==> src/rtl/cexu_pkg.sv <==
package cexu_pkg;

  // --------------------------------------------------------------------
  // Register map, byte offsets on the APB
  // --------------------------------------------------------------------
  localparam logic [7:0] CFG_OFS = 8'h00;
  localparam logic [7:0] STAT_OFS = 8'h04;
  localparam logic [7:0] FRAME0_OFS = 8'h08;
  localparam logic [7:0] FRAME1_OFS = 8'h0c;
  localparam logic [7:0] SSP_OFS = 8'h10;
  localparam logic [7:0] SR_OFS = 8'h14;

  // Configuration bit positions
  localparam int CFG_ARD_BIT = 0;
  localparam int CFG_IRD_BIT = 1;
  localparam int CFG_STOP_BIT = 2;
  localparam int CFG_WAIT_BIT = 3;
  localparam int CFG_BDM_BIT = 4;
  localparam logic [4:0] CFG_RST = 5'h00;

  // --------------------------------------------------------------------
  // Fault status codes and vectors
  // --------------------------------------------------------------------
  localparam logic [3:0] FS_NONE = 4'h0;
  localparam logic [3:0] FS_FETCH = 4'h4;
  localparam logic [3:0] FS_WRITE = 4'h8;
  localparam logic [3:0] FS_WPROT = 4'h9;
  localparam logic [3:0] FS_READ = 4'hc;
  localparam logic [7:0] VEC_ACCESS = 8'h02;
  localparam logic [7:0] VEC_ADDR = 8'h03;
  localparam logic [7:0] VEC_ILLEGAL = 8'h04;
  localparam logic [7:0] VEC_LINE_A = 8'h0a;
  localparam logic [7:0] VEC_LINE_F = 8'h0b;
  localparam logic [3:0] FMT_BASE = 4'h4;
  localparam logic [2:0] LEVEL_NMI = 3'h7;
  localparam logic [15:0] OP_ILLEGAL = 16'h4afc;
  localparam logic [3:0] LINE_A = 4'ha;
  localparam logic [3:0] LINE_F = 4'hf;
  localparam int EXT_FULL_BIT = 8;
  localparam int EXT_SIZE_BIT = 11;
  localparam logic [1:0] SCALE_EIGHT = 2'h3;
  localparam logic [31:0] FRAME_BYTES = 32'h0000_0008;
  localparam logic [15:0] SR_RST = 16'h2700;

  // --------------------------------------------------------------------
  // Types
  // --------------------------------------------------------------------
  typedef enum logic [2:0]
  {
    CEXU_ACC_FETCH,
    CEXU_ACC_READ,
    CEXU_ACC_WRITE,
    CEXU_ACC_WPROT
  } cexu_acc_e;

  typedef struct packed
  {
    logic valid;
    logic [15:0] opword;
    logic [15:0] ext1;
    logic has_ext;
    logic indexed;
    logic [31:0] pc;
    logic [31:0] next_pc;
    logic opword_faulted;
    logic ext_faulted;
    logic is_nop;
    logic is_stop;
    logic is_halt;
    logic is_rts;
    logic illegal;
  } cexu_instr_s;

  typedef struct packed
  {
    logic [3:0] fmt;
    logic [3:0] fs;
    logic [7:0] vector;
    logic [15:0] sr;
    logic [31:0] pc;
  } cexu_frame_s;

endpackage

==> src/rtl/cexu_core_exception_unit.sv <==
`timescale 1ns/100ps
module cexu_core_exception_unit
(
  input wire logic ref_clk_in,
  input wire logic rst_b_in,
  // APB slave
  input wire logic psel_in,
  input wire logic penable_in,
  input wire logic pwrite_in,
  input wire logic [7:0] paddr_in,
  input wire logic [31:0] pwdata_in,
  output logic [31:0] prdata_out,
  output logic pready_out,
  output logic pslverr_out,
  // Instruction presented for execution
  input wire cexu_pkg::cexu_instr_s instr_in,
  input wire logic flow_change_in,
  input wire logic target_valid_in,
  input wire logic [31:0] target_addr_in,
  // Bus errors from the fabric
  input wire logic acc_err_in,
  input wire cexu_pkg::cexu_acc_e acc_kind_in,
  input wire logic writes_pending_in,
  // Interrupt controller
  input wire logic [2:0] irq_level_in,
  input wire logic [7:0] irq_vector_in,
  input wire logic handler_first_done_in,
  // Results
  output logic stall_out,
  output logic exc_take_out,
  output logic reset_req_out,
  output logic abort_out,
  output cexu_pkg::cexu_frame_s frame_out,
  output logic [31:0] frame_addr_out,
  output logic irq_ack_out
);

  // --------------------------------------------------------------------
  // Registers
  // --------------------------------------------------------------------
  logic [4:0] cfg_ff;
  logic [31:0] ssp_ff;
  logic [15:0] sr_ff;
  logic fetch_err_ff;
  logic write_err_ff;
  logic sampling_off_ff;
  logic nmi_seen_ff;
  logic [31:0] prdata_ff;
  logic pready_ff;
  logic pslverr_ff;
  logic stall_ff;
  logic exc_take_ff;
  logic reset_req_ff;
  logic abort_ff;
  cexu_pkg::cexu_frame_s frame_ff;
  logic [31:0] frame_addr_ff;
  logic irq_ack_ff;

  // Event chosen this cycle
  logic ev;
  logic ev_reset;
  logic ev_irq;
  logic [3:0] ev_fs;
  logic [7:0] ev_vec;
  logic [31:0] ev_pc;
  logic [31:0] ev_sp;

  // --------------------------------------------------------------------
  // Opword decode
  // --------------------------------------------------------------------
  function automatic logic [3:0] op_line(input logic [15:0] op);
    op_line = op[15:12];
  endfunction

  function automatic logic bad_index(input logic [15:0] ext);
    // Word index, scale of eight or full format are not supported
    bad_index = !ext[cexu_pkg::EXT_SIZE_BIT] ||
                (ext[10:9] == cexu_pkg::SCALE_EIGHT) ||
                ext[cexu_pkg::EXT_FULL_BIT];
  endfunction

  wire logic acc_wr = acc_err_in &&
    (acc_kind_in == cexu_pkg::CEXU_ACC_WRITE ||
     acc_kind_in == cexu_pkg::CEXU_ACC_WPROT);
  wire logic acc_rd = acc_err_in && acc_kind_in == cexu_pkg::CEXU_ACC_READ;
  wire logic acc_fe = acc_err_in && acc_kind_in == cexu_pkg::CEXU_ACC_FETCH;
  wire logic [3:0] line = op_line(instr_in.opword);
  wire logic lowpwr_off = !cfg_ff[cexu_pkg::CFG_STOP_BIT] &&
                          !cfg_ff[cexu_pkg::CFG_WAIT_BIT];
  wire logic is_illegal_op = instr_in.opword == cexu_pkg::OP_ILLEGAL;
  // Extension words never feed the illegal check
  wire logic illegal = instr_in.illegal || is_illegal_op ||
    (instr_in.is_stop && lowpwr_off) ||
    (instr_in.is_halt && !cfg_ff[cexu_pkg::CFG_BDM_BIT]);
  wire logic fetch_fault = instr_in.opword_faulted ||
    (instr_in.has_ext && instr_in.ext_faulted);
  wire logic odd_target = target_valid_in && target_addr_in[0];
  wire logic idx_fault = instr_in.has_ext && instr_in.indexed &&
                         bad_index(instr_in.ext1);
  // A mask of 7 still admits the non-maskable level
  wire logic irq_ok = !sampling_off_ff && irq_level_in != 3'h0 &&
    ((irq_level_in == cexu_pkg::LEVEL_NMI) ? !nmi_seen_ff
     : irq_level_in > sr_ff[10:8]);
  wire logic sync_wait = instr_in.valid && instr_in.is_nop &&
                         writes_pending_in;

  // --------------------------------------------------------------------
  // Event selection, highest priority first
  // --------------------------------------------------------------------
  always_comb
  begin
    ev = 1'b1;
    ev_reset = 1'b0;
    ev_irq = 1'b0;
    ev_fs = cexu_pkg::FS_NONE;
    ev_vec = cexu_pkg::VEC_ACCESS;
    ev_pc = instr_in.pc;
    ev_sp = ssp_ff;
    if (acc_rd)
    begin
      ev_fs = cexu_pkg::FS_READ;
      ev_reset = !cfg_ff[cexu_pkg::CFG_ARD_BIT];
    end
    else if (write_err_ff || acc_wr)
    begin
      // Imprecise: PC is whatever is at hand when it surfaces
      ev_fs = (acc_wr && acc_kind_in == cexu_pkg::CEXU_ACC_WPROT) ?
              cexu_pkg::FS_WPROT : cexu_pkg::FS_WRITE;
      ev_reset = !cfg_ff[cexu_pkg::CFG_ARD_BIT];
    end
    else if (instr_in.valid && (fetch_fault || fetch_err_ff))
    begin
      ev_fs = cexu_pkg::FS_FETCH;
      ev_reset = !cfg_ff[cexu_pkg::CFG_ARD_BIT];
    end
    else if (odd_target || (instr_in.valid && idx_fault))
    begin
      ev_vec = cexu_pkg::VEC_ADDR;
      ev_fs = cexu_pkg::FS_NONE;
      ev_reset = !cfg_ff[cexu_pkg::CFG_ARD_BIT];
      // Return fault: the frame covers the popped return address
      if (instr_in.is_rts)
        ev_sp = ssp_ff + 32'h0000_0004;
    end
    else if (instr_in.valid && illegal)
    begin
      // Line A and line F keep vectors of their own
      if (line == cexu_pkg::LINE_A)
        ev_vec = cexu_pkg::VEC_LINE_A;
      else if (line == cexu_pkg::LINE_F)
        ev_vec = cexu_pkg::VEC_LINE_F;
      else
        ev_vec = cexu_pkg::VEC_ILLEGAL;
      ev_reset = !cfg_ff[cexu_pkg::CFG_IRD_BIT] && !is_illegal_op;
    end
    else if (irq_ok && instr_in.valid && !sync_wait)
    begin
      // Taken at an instruction boundary; the frame PC is the next one
      ev_irq = 1'b1;
      ev_vec = irq_vector_in;
      ev_pc = instr_in.next_pc;
    end
    else
      ev = 1'b0;
  end

  // --------------------------------------------------------------------
  // APB slave, one wait state
  // --------------------------------------------------------------------
  // pready low is part of the take, so one request is served only once
  wire logic apb_acc = psel_in && penable_in && !pready_ff;
  wire logic apb_wr = apb_acc && pwrite_in;

  always_ff @(posedge ref_clk_in or negedge rst_b_in)
  begin
    if (!rst_b_in)
    begin
      prdata_ff <= 32'h0000_0000;
      pready_ff <= 1'b0;
      pslverr_ff <= 1'b0;
    end
    else
    begin
      pready_ff <= apb_acc;
      pslverr_ff <= 1'b0;
      if (apb_acc && !pwrite_in)
      begin
        unique case (paddr_in)
          cexu_pkg::CFG_OFS: prdata_ff <= {27'h0, cfg_ff};
          cexu_pkg::STAT_OFS:
            prdata_ff <= {28'h0, sampling_off_ff, nmi_seen_ff,
                          write_err_ff, fetch_err_ff};
          cexu_pkg::FRAME0_OFS:
            prdata_ff <= {frame_ff.fmt, frame_ff.fs[3:2], frame_ff.vector,
                          frame_ff.fs[1:0], frame_ff.sr};
          cexu_pkg::FRAME1_OFS: prdata_ff <= frame_ff.pc;
          cexu_pkg::SSP_OFS: prdata_ff <= ssp_ff;
          cexu_pkg::SR_OFS: prdata_ff <= {16'h0, sr_ff};
          default:
          begin
            prdata_ff <= 32'h0000_0000;
            pslverr_ff <= 1'b1;
          end
        endcase
      end
      else if (apb_wr)
        pslverr_ff <= !(paddr_in == cexu_pkg::CFG_OFS ||
                        paddr_in == cexu_pkg::SSP_OFS ||
                        paddr_in == cexu_pkg::SR_OFS);
    end
  end

  // Configuration bits, cleared by reset
  always_ff @(posedge ref_clk_in or negedge rst_b_in)
  begin
    if (!rst_b_in)
      cfg_ff <= cexu_pkg::CFG_RST;
    else if (apb_wr && paddr_in == cexu_pkg::CFG_OFS)
      cfg_ff <= pwdata_in[4:0];
  end

  // --------------------------------------------------------------------
  // Stack pointer and status word
  // --------------------------------------------------------------------
  always_ff @(posedge ref_clk_in or negedge rst_b_in)
  begin
    if (!rst_b_in)
    begin
      ssp_ff <= 32'h0000_0000;
      sr_ff <= cexu_pkg::SR_RST;
    end
    else if (ev && !ev_reset)
    begin
      // Align down then push eight bytes
      ssp_ff <= {ev_sp[31:2], 2'b00} - cexu_pkg::FRAME_BYTES;
      // Supervisor on, trace off; interrupts also clear M and set the mask
      sr_ff[13] <= 1'b1;
      sr_ff[15] <= 1'b0;
      if (ev_irq)
      begin
        sr_ff[12] <= 1'b0;
        sr_ff[10:8] <= irq_level_in;
      end
    end
    else if (apb_wr && paddr_in == cexu_pkg::SSP_OFS)
      ssp_ff <= pwdata_in;
    else if (apb_wr && paddr_in == cexu_pkg::SR_OFS)
      sr_ff <= pwdata_in[15:0];
  end

  // --------------------------------------------------------------------
  // Deferred errors; a new fetch error wins over its own consumption
  // --------------------------------------------------------------------
  // A held fetch error is dropped only when no new one arrives with it
  always_ff @(posedge ref_clk_in or negedge rst_b_in)
  begin
    if (!rst_b_in)
      fetch_err_ff <= 1'b0;
    else if (acc_fe)
      fetch_err_ff <= 1'b1;
    else if (flow_change_in || (ev && !ev_irq))
      fetch_err_ff <= 1'b0;
  end

  // Kept only when a higher event wins; a reset request consumes it,
  // so that one write fault never asks for reset twice
  always_ff @(posedge ref_clk_in or negedge rst_b_in)
  begin
    if (!rst_b_in)
      write_err_ff <= 1'b0;
    else if (acc_wr && (acc_rd || !ev))
      write_err_ff <= 1'b1;
    else if (ev && !acc_rd)
      write_err_ff <= 1'b0;
  end

  // Level 7 edge memory and handler-first-instruction sampling block
  always_ff @(posedge ref_clk_in or negedge rst_b_in)
  begin
    if (!rst_b_in)
    begin
      nmi_seen_ff <= 1'b0;
      sampling_off_ff <= 1'b0;
    end
    else
    begin
      // Re-arm only after the level 7 request drops
      if (ev_irq && irq_level_in == cexu_pkg::LEVEL_NMI)
        nmi_seen_ff <= 1'b1;
      else if (irq_level_in != cexu_pkg::LEVEL_NMI)
        nmi_seen_ff <= 1'b0;
      if (ev && !ev_reset)
        sampling_off_ff <= 1'b1;
      else if (handler_first_done_in)
        sampling_off_ff <= 1'b0;
    end
  end

  // --------------------------------------------------------------------
  // Result outputs and frame
  // --------------------------------------------------------------------
  always_ff @(posedge ref_clk_in or negedge rst_b_in)
  begin
    if (!rst_b_in)
    begin
      stall_ff <= 1'b0;
      exc_take_ff <= 1'b0;
      reset_req_ff <= 1'b0;
      abort_ff <= 1'b0;
      irq_ack_ff <= 1'b0;
      frame_ff <= '0;
      frame_addr_ff <= 32'h0000_0000;
    end
    else
    begin
      stall_ff <= sync_wait && !ev;
      exc_take_ff <= ev && !ev_reset;
      reset_req_ff <= ev && ev_reset;
      // Writes are imprecise and interrupts are no faults: no abort
      abort_ff <= ev && !ev_irq &&
                  !(!acc_rd && (write_err_ff || acc_wr));
      irq_ack_ff <= ev_irq;
      // A reset request leaves the frame of the last exception readable
      if (ev && !ev_reset)
      begin
        frame_ff.fmt <= cexu_pkg::FMT_BASE | {2'b00, ev_sp[1:0]};
        frame_ff.fs <= ev_fs;
        frame_ff.vector <= ev_vec;
        frame_ff.sr <= sr_ff;
        frame_ff.pc <= ev_pc;
        frame_addr_ff <= {ev_sp[31:2], 2'b00} - cexu_pkg::FRAME_BYTES;
      end
    end
  end

  assign prdata_out = prdata_ff;
  assign pready_out = pready_ff;
  assign pslverr_out = pslverr_ff;
  assign stall_out = stall_ff;
  assign exc_take_out = exc_take_ff;
  assign reset_req_out = reset_req_ff;
  assign abort_out = abort_ff;
  assign frame_out = frame_ff;
  assign frame_addr_out = frame_addr_ff;
  assign irq_ack_out = irq_ack_ff;

endmodule

==> config.mk <==
export PLATFORM = sky130hd
export DESIGN_NAME = cexu_core_exception_unit
export DESIGN_NICKNAME = d
export VERILOG_FILES = /design/src/rtl/cexu_pkg.sv /design/src/rtl/cexu_core_exception_unit.sv
export SDC_FILE = /design/constraint.sdc
export NUM_CORES = 1
export LEC_CHECK = 0
export ABC_CLOCK_PERIOD_IN_PS = 4700
export BUFFER_PORTS_ARGS = -buffer_cell sky130_fd_sc_hd__clkbuf_2
export CORE_MARGIN = 10
export CORE_UTILIZATION = 25
export CTS_CLUSTER_SIZE = 8
export DETAILED_ROUTE_END_ITERATION = 8
export HOLD_SLACK_MARGIN = 0.02
export SLEW_MARGIN = 0
export SYNTH_ARGS = -nofsm -noshare
export SYNTH_HDL_FRONTEND = slang
export SYNTH_SLANG_ARGS = --single-unit
==> constraint.sdc <==
create_clock -name ref_clk_in -period 4.7 [get_ports ref_clk_in]
set_clock_uncertainty 0.2 [all_clocks]
set_input_delay 0.47 -clock ref_clk_in [delete_from_list [all_inputs] [get_ports ref_clk_in]]
set_output_delay 0.47 -clock ref_clk_in [all_outputs]
set_load 0.01 [all_outputs]
==> metrics, run 1 <==
iteration count of the initial detailed-routing pass 7; post-route DRC violation count 0; CP Max Fanout 52; Highest Signal Layer met5; status complete, no violations; crit path launch type register; Die H 225 um; Rows 74; Post-synth EDFFs 0; count leader, synth nand2_1; CTS tree built; initial antenna violation count 8; Routed WL 45200 um; crit end category register; crit-path cells inv_1 > ha_1 > nor2b_1 > o21ai_0 > a32oi_1 > o21ai_0 > o21ai_1 > nand2_4 > inv_4 > buf_4 > nor2_1 > a31oi_1 > dlygate4sd3_1; most frequent cell on the critical path o21ai_0; largest family of logic cells by synthesized area simple AND/OR/NAND/NOR gates; Placed Area 12500 sq um; complex-gate fraction of the synthesized area 0.199; Leakage 6.19 nW; Post-Syn Area 10500 sq um; critical path type register to register; nets 1681; GP Congestion 0.885; Worst Hold Class primary input to register; post-synth top area share 0.440; Setup Fix Bufs, Post-CTS 0; Final ANT Viol Nets 0; largest net degree at the start of global routing 96; crit path time final 4.29 ns; proportion of layout cells with a drive suffix above 1 0.273; met2 routed WL 21400 um; via count 10400; drt wl/cell 22.4 um; final hold viol count 0; average size of a mapped cell 8.70 sq um; synth unique cells 89; number of buffers created by CTS 17; WP buf/inv 4; H-tree levels 4; Final period util 0.914; post-DP HPWL 35300 um; Commonest cells post-synth nand2_1, dfrtp_1, nor2_1, o21ai_0, clkbuf_1; GRT overflow 0; Max Buffers Root-to-Sink 2; dpl cells 1973; final std cells w/o fill 2020; pwr/cell area 396 nW/um^2; synth top area cells dfrtp_1, nand2_1, o21ai_0; fmax 233 MHz; Syn Inst Count 1203; Total Routing Usage GR 0.177; Ys Warns 0; setup TNS 0 ns; Reg clk slew, reported paths 0.08 ns; DRC marker count from the first detailed-route iteration 982; Final setup violation count 0; Fill cells 4365; Metal-1 WL 19200 um; Die Wd 225 um; WP data required 4.90 ns; area leader, netlist dfrtp_1; Final Slew Violations 0; Die ar. 50400 sq um; Synth Area in Simple Gates 0.236; CTS Root Cell clkbuf_16; post-synthesis xor/xnor area fraction 0.0348; Clock Latency Late Sink 0.46 ns; global-route wire length before repair 67400 um; PortBufs 289; adder-cell area share of the yosys netlist 0.00598; arrival time at the worst endpoint 4.50 ns; I/O Pins 337; mux share of post-synthesis cell area 0.0325; Max stage delay on crit path 0.57 ns; final instance area 13200 sq um; family with the most delay on the worst path buffers and inverters; Area Growth Syn to Fin 26.1%; Critical-path top delay cell dlygate4sd3_1; Clock Sinks 188; MaxCap Viol Count 0; RSZ-0062 raised after global routing no; Synth Flop Type dfrtp_1; VDD IR max 0.201 mV; Vias/cell 5.16; register area share after synthesis 0.450; vias in the first global route 10300; Starting Density 0.255; Rel. slew slack 0.302; core area 41100 sq um; fraction of registers with async set/reset 1.00; met3 wire len 3820 um; Worst Tran Pin Value 1.04 ns; Synth Register Bits 188
-- what timing repair did --
action                                 4_1_cts  5_1_grt
hold buffers                                14        0
setup endpoints to repair                    0        3
gates resized for setup                      0        1
endpoints found under the hold margin       99        0
-- state kept, by name, summed over array words and instances (netlist names) --
name / cells
stall_out: 1
fetch_err_ff: 1
abort_out: 1
prdata_out: 32
pslverr_out: 1
sampling_off_ff: 1
reset_req_out: 1
write_err_ff: 1
cfg_ff: 5
frame_out: 62
frame_addr_out: 30
irq_ack_out: 1
ssp_ff: 32
exc_take_out: 1
sr_ff: 16
pready_out: 1
nmi_seen_ff: 1
-- stage by stage --
step                      hold WS, ns   util  power (mW)  worst slack, ns
after floorplan               -0.0256      -        3.06             1.36
after detailed placement        0.267  0.304        3.80            0.680
final                          0.0360  0.321        5.23            0.406
after global routing           0.0255  0.321        5.54            0.180
after CTS                      0.0201  0.321        5.29            0.276
after global placement          0.263  0.304        3.78            0.710
-- worst paths after layout --
kind	startpoint	end	slack (ns)	cells after the start
worst max register to register	sr_ff[9]	frame_out[1]	0.41	13
max in group asynchronous	rst_b_in	sr_ff[10]	2.73	3
worst min register to register	frame_addr_out[13]	frame_addr_out[13]	0.28	2
worst min-delay path	pwdata_in[18]	ssp_ff[18]	0.04	3
min in group asynchronous	rst_b_in	irq_ack_out	0.46	2
worst max-delay path	sr_ff[9]	frame_out[1]	0.41	13
-- area by class of cell --
cell class              instances  area, sq um  area share
inverters                      20         77.6     0.00588
well taps                     532          666      0.0505
clock inverters                12          114     0.00863
clock buffers                  20          447      0.0339
diodes                          1         2.50    0.000190
repair buffers                333         1830       0.139
flip-flops and latches        188         4710       0.357
multi-input cells             914         5340       0.405
-- tightest hold or removal path: cells and delay by family --
| family | cells | cell delay [ns] |
|---|---|---|
| compound gates | 2 | 0.11 |
| buf+inv | 1 | 0.08 |
-- cells in the final DEF, fill, tap and decap left out, types with 6 or more instances in the layout --
cell | synthesis | layout
xor2_1 | 15 | 15
o21ai_0 | 79 | 78
a222oi_1 | 21 | 21
nand4_1 | 15 | 15
o31ai_1 | 6 | 6
buf_4 | 9 | 29
mux2i_1 | 18 | 18
a21o_1 | 7 | 7
nand2_1 | 283 | 281
or3_1 | 10 | 10
nor3_1 | 23 | 23
dfrtp_1 | 184 | 184
nand3_1 | 31 | 31
dlygate4sd3_1 | 0 | 14
mux2_2 | 13 | 13
and2_1 | 7 | 7
and3_1 | 30 | 30
nor4_1 | 7 | 7
a22o_1 | 13 | 13
a31oi_1 | 46 | 46
nor2_1 | 88 | 87
clkbuf_2 | 0 | 288
clkbuf_16 | 0 | 17
xnor2_1 | 24 | 24
or2_2 | 6 | 6
a21oi_1 | 50 | 50
a21boi_0 | 12 | 12
inv_1 | 19 | 17
-- cells by family (layout without fill, tap and decap cells) --
family / Yosys count / after routing
buffers and inverters: 104 / 385
AND/OR/NAND/NOR: 535 / 535
adder cells (fa/ha/maj): 5 / 5
flip-flops: 188 / 188
XOR/XNOR: 40 / 40
multiplexers: 32 / 32
AO/OA/AOI/OAI: 298 / 298
other: 1 / 5
-- power breakdown --
part,internal [mW],switching (mW)
clock,0.751,0.707
combinational,0.573,0.874
sequential,1.90,0.425
total,3.22,2.01
-- routing by layer --
metal | track usage | vias up
met1 | 0.224 | 5128
met4 | 0.0362 | 14
li1 | - | 4836
met3 | 0.0578 | 48
met2 | 0.288 | 400
met5 | 0 | -
(Power assumes the default switching activity.)
==> run 2, diff against run 1 <==
- HOLD_SLACK_MARGIN: 0.02 -> 0.08
- PLACE_DENSITY_LB_ADDON: default -> 0.3
- REMOVE_ABC_BUFFERS: default -> 1
==> metrics, run 2 (same netlist as run 1, synthesis figures left out) <==
status complete, no violations; CP Max Fanout 9; I/O Pins 337; Rel. slew slack 0.374; via count 10500; drt wl/cell 21.0 um; max reg flops 62; crit-path cells dlygate4sd3_1 > clkbuf_2 > nor2_1 > o221a_1 > o211ai_1 > mux2i_2 > ha_1 > o211ai_2 > nor4_2 > a21oi_1 > or2_2 > o311ai_1; Fill cells 4353; crit path time final 4.32 ns; Setup Fix Bufs, Post-CTS 0; commonest non-fill, non-tap cell in the layout clkbuf_2; fin util 0.344; Max Buffers Root-to-Sink 2; Starting Density 0.255; final hold viol count 0; Leakage 6.55 nW; vias in the first global route 10800; met3 wire len 2830 um; RSZ-0062 raised after global routing no; critical path type primary input to register; Hold Path Depth 4; post-DP HPWL 32100 um; MaxCap Viol Count 0; Total Routing Usage GR 0.178; CTS Root Cell clkbuf_16; Highest Signal Layer met4; core area 41100 sq um; pwr/cell area 376 nW/um^2; VDD IR max 0.235 mV; Die ar. 50400 sq um; cell count of the worst reg-to-reg path 13; final std cells w/o fill 2113; Critical-path top delay cell nor4_2; fmax 231 MHz; global-route wire length before repair 67600 um; Reg clk slew, reported paths 0.07 ns; largest net degree at the start of global routing 92; Rows 74; Final setup violation count 0; iteration count of the initial detailed-routing pass 6; met2 routed WL 22300 um; DRC marker count from the first detailed-route iteration 857; Clock Sinks 188; H-tree levels 4; nets 1774; Worst Hold Class primary input to register; Final ANT Viol Nets 0; Worst Tran Pin Value 0.939 ns; dpl cells 1972; Max stage delay on crit path 0.56 ns; Vias/cell 4.97; Routed WL 44300 um; Die H 225 um; post-route DRC violation count 0; PortBufs 289; Final Slew Violations 0; GRT overflow 0; Clock Latency Late Sink 0.49 ns; initial antenna violation count 1; R2R Setup Slk 0.51 ns; crit end category register; number of buffers created by CTS 17; Die Wd 225 um; crit path launch type primary input; Final period util 0.920; GP Congestion 0.869; Metal-1 WL 18400 um; WP data required 4.89 ns; Area Growth Syn to Fin 35.3%; arrival time at the worst endpoint 4.51 ns; proportion of layout cells with a drive suffix above 1 0.258; most frequent cells in the layout clkbuf_2, nand2_1, dfrtp_1; CTS tree built
## run 2: changes by cell type in the layout (fill, tap and decap cells not counted), moves of 2 or more
cell / delta
dlygate4sd3_1: +94
clkinvlp_4: +3
buf_4: -2
clkinv_2: -2
## run 2: final cells by class
cell class	count	area, sq um	area share
Multi-Input combinational cell	914	5350	0.378
Sequential cell	188	4710	0.333
Timing Repair Buffer	426	2780	0.196
Tap cell	532	666	0.0470
Clock buffer	21	460	0.0325
Clock inverter	11	109	0.00769
Inverter	20	77.6	0.00548
Antenna cell	1	2.50	0.000177
## run 2: layer usage
metal / up-vias / global-route usage
met5: - / 0
met4: 0 / 0.0564
met3: 36 / 0.0475
met2: 325 / 0.305
met1: 5119 / 0.213
li1: 5023 / -
## run 2: timing repair
item | CTS | global route
resized for setup | 0 | 1
hold buffers | 108 | 0
hold endpoints to repair | 165 | 0
endpoints found under the setup margin | 0 | 15
## run 2: power breakdown
part / switching [mW] / internal [mW]
clock network: 0.713 / 0.762
registers: 0.403 / 1.90
logic: 0.859 / 0.684
## run 2: final timing paths
kind | startpoint | to
max | acc_kind_in[1] | ssp_ff[19]
min | irq_vector_in[1] | frame_out[49]
max reg2reg | sr_ff[9] | frame_out[3]
min reg2reg | prdata_out[3] | prdata_out[3]
max in group asynchronous | rst_b_in | sr_ff[13]
min in group asynchronous | rst_b_in | frame_out[8]
## run 2: stage by stage
| step | hold slack [ns] | setup TNS (ns) | cell area [sq um] | worst slack [ns] | power (mW) |
|---|---|---|---|---|---|
| 2_1_floorplan | -0.0256 | -170.51 | 10100 | -2.14 | 3.00 |
| 3_3_place_gp | 0.261 | 0 | 12500 | 0.597 | 3.71 |
| 3_5_place_dp | 0.266 | 0 | 12500 | 0.477 | 3.74 |
| 4_1_cts | 0.0833 | 0 | 14200 | 0.293 | 5.40 |
| 5_1_grt | 0.0978 | 0 | 14200 | 0.133 | 5.67 |
| 6_report | 0.112 | 0 | 14200 | 0.375 | 5.32 |
## run 2: worst max-delay path: cells and delay by family
| family | cells | cell delay (ns) |
|---|---|---|
| and+or+nand+nor | 3 | 1.18 |
| buffers and inverters | 2 | 0.70 |
| muxes | 1 | 0.36 |
| adders and majority gates | 1 | 0.29 |
| AOI/OAI and AO/OA | 5 | 1.51 |
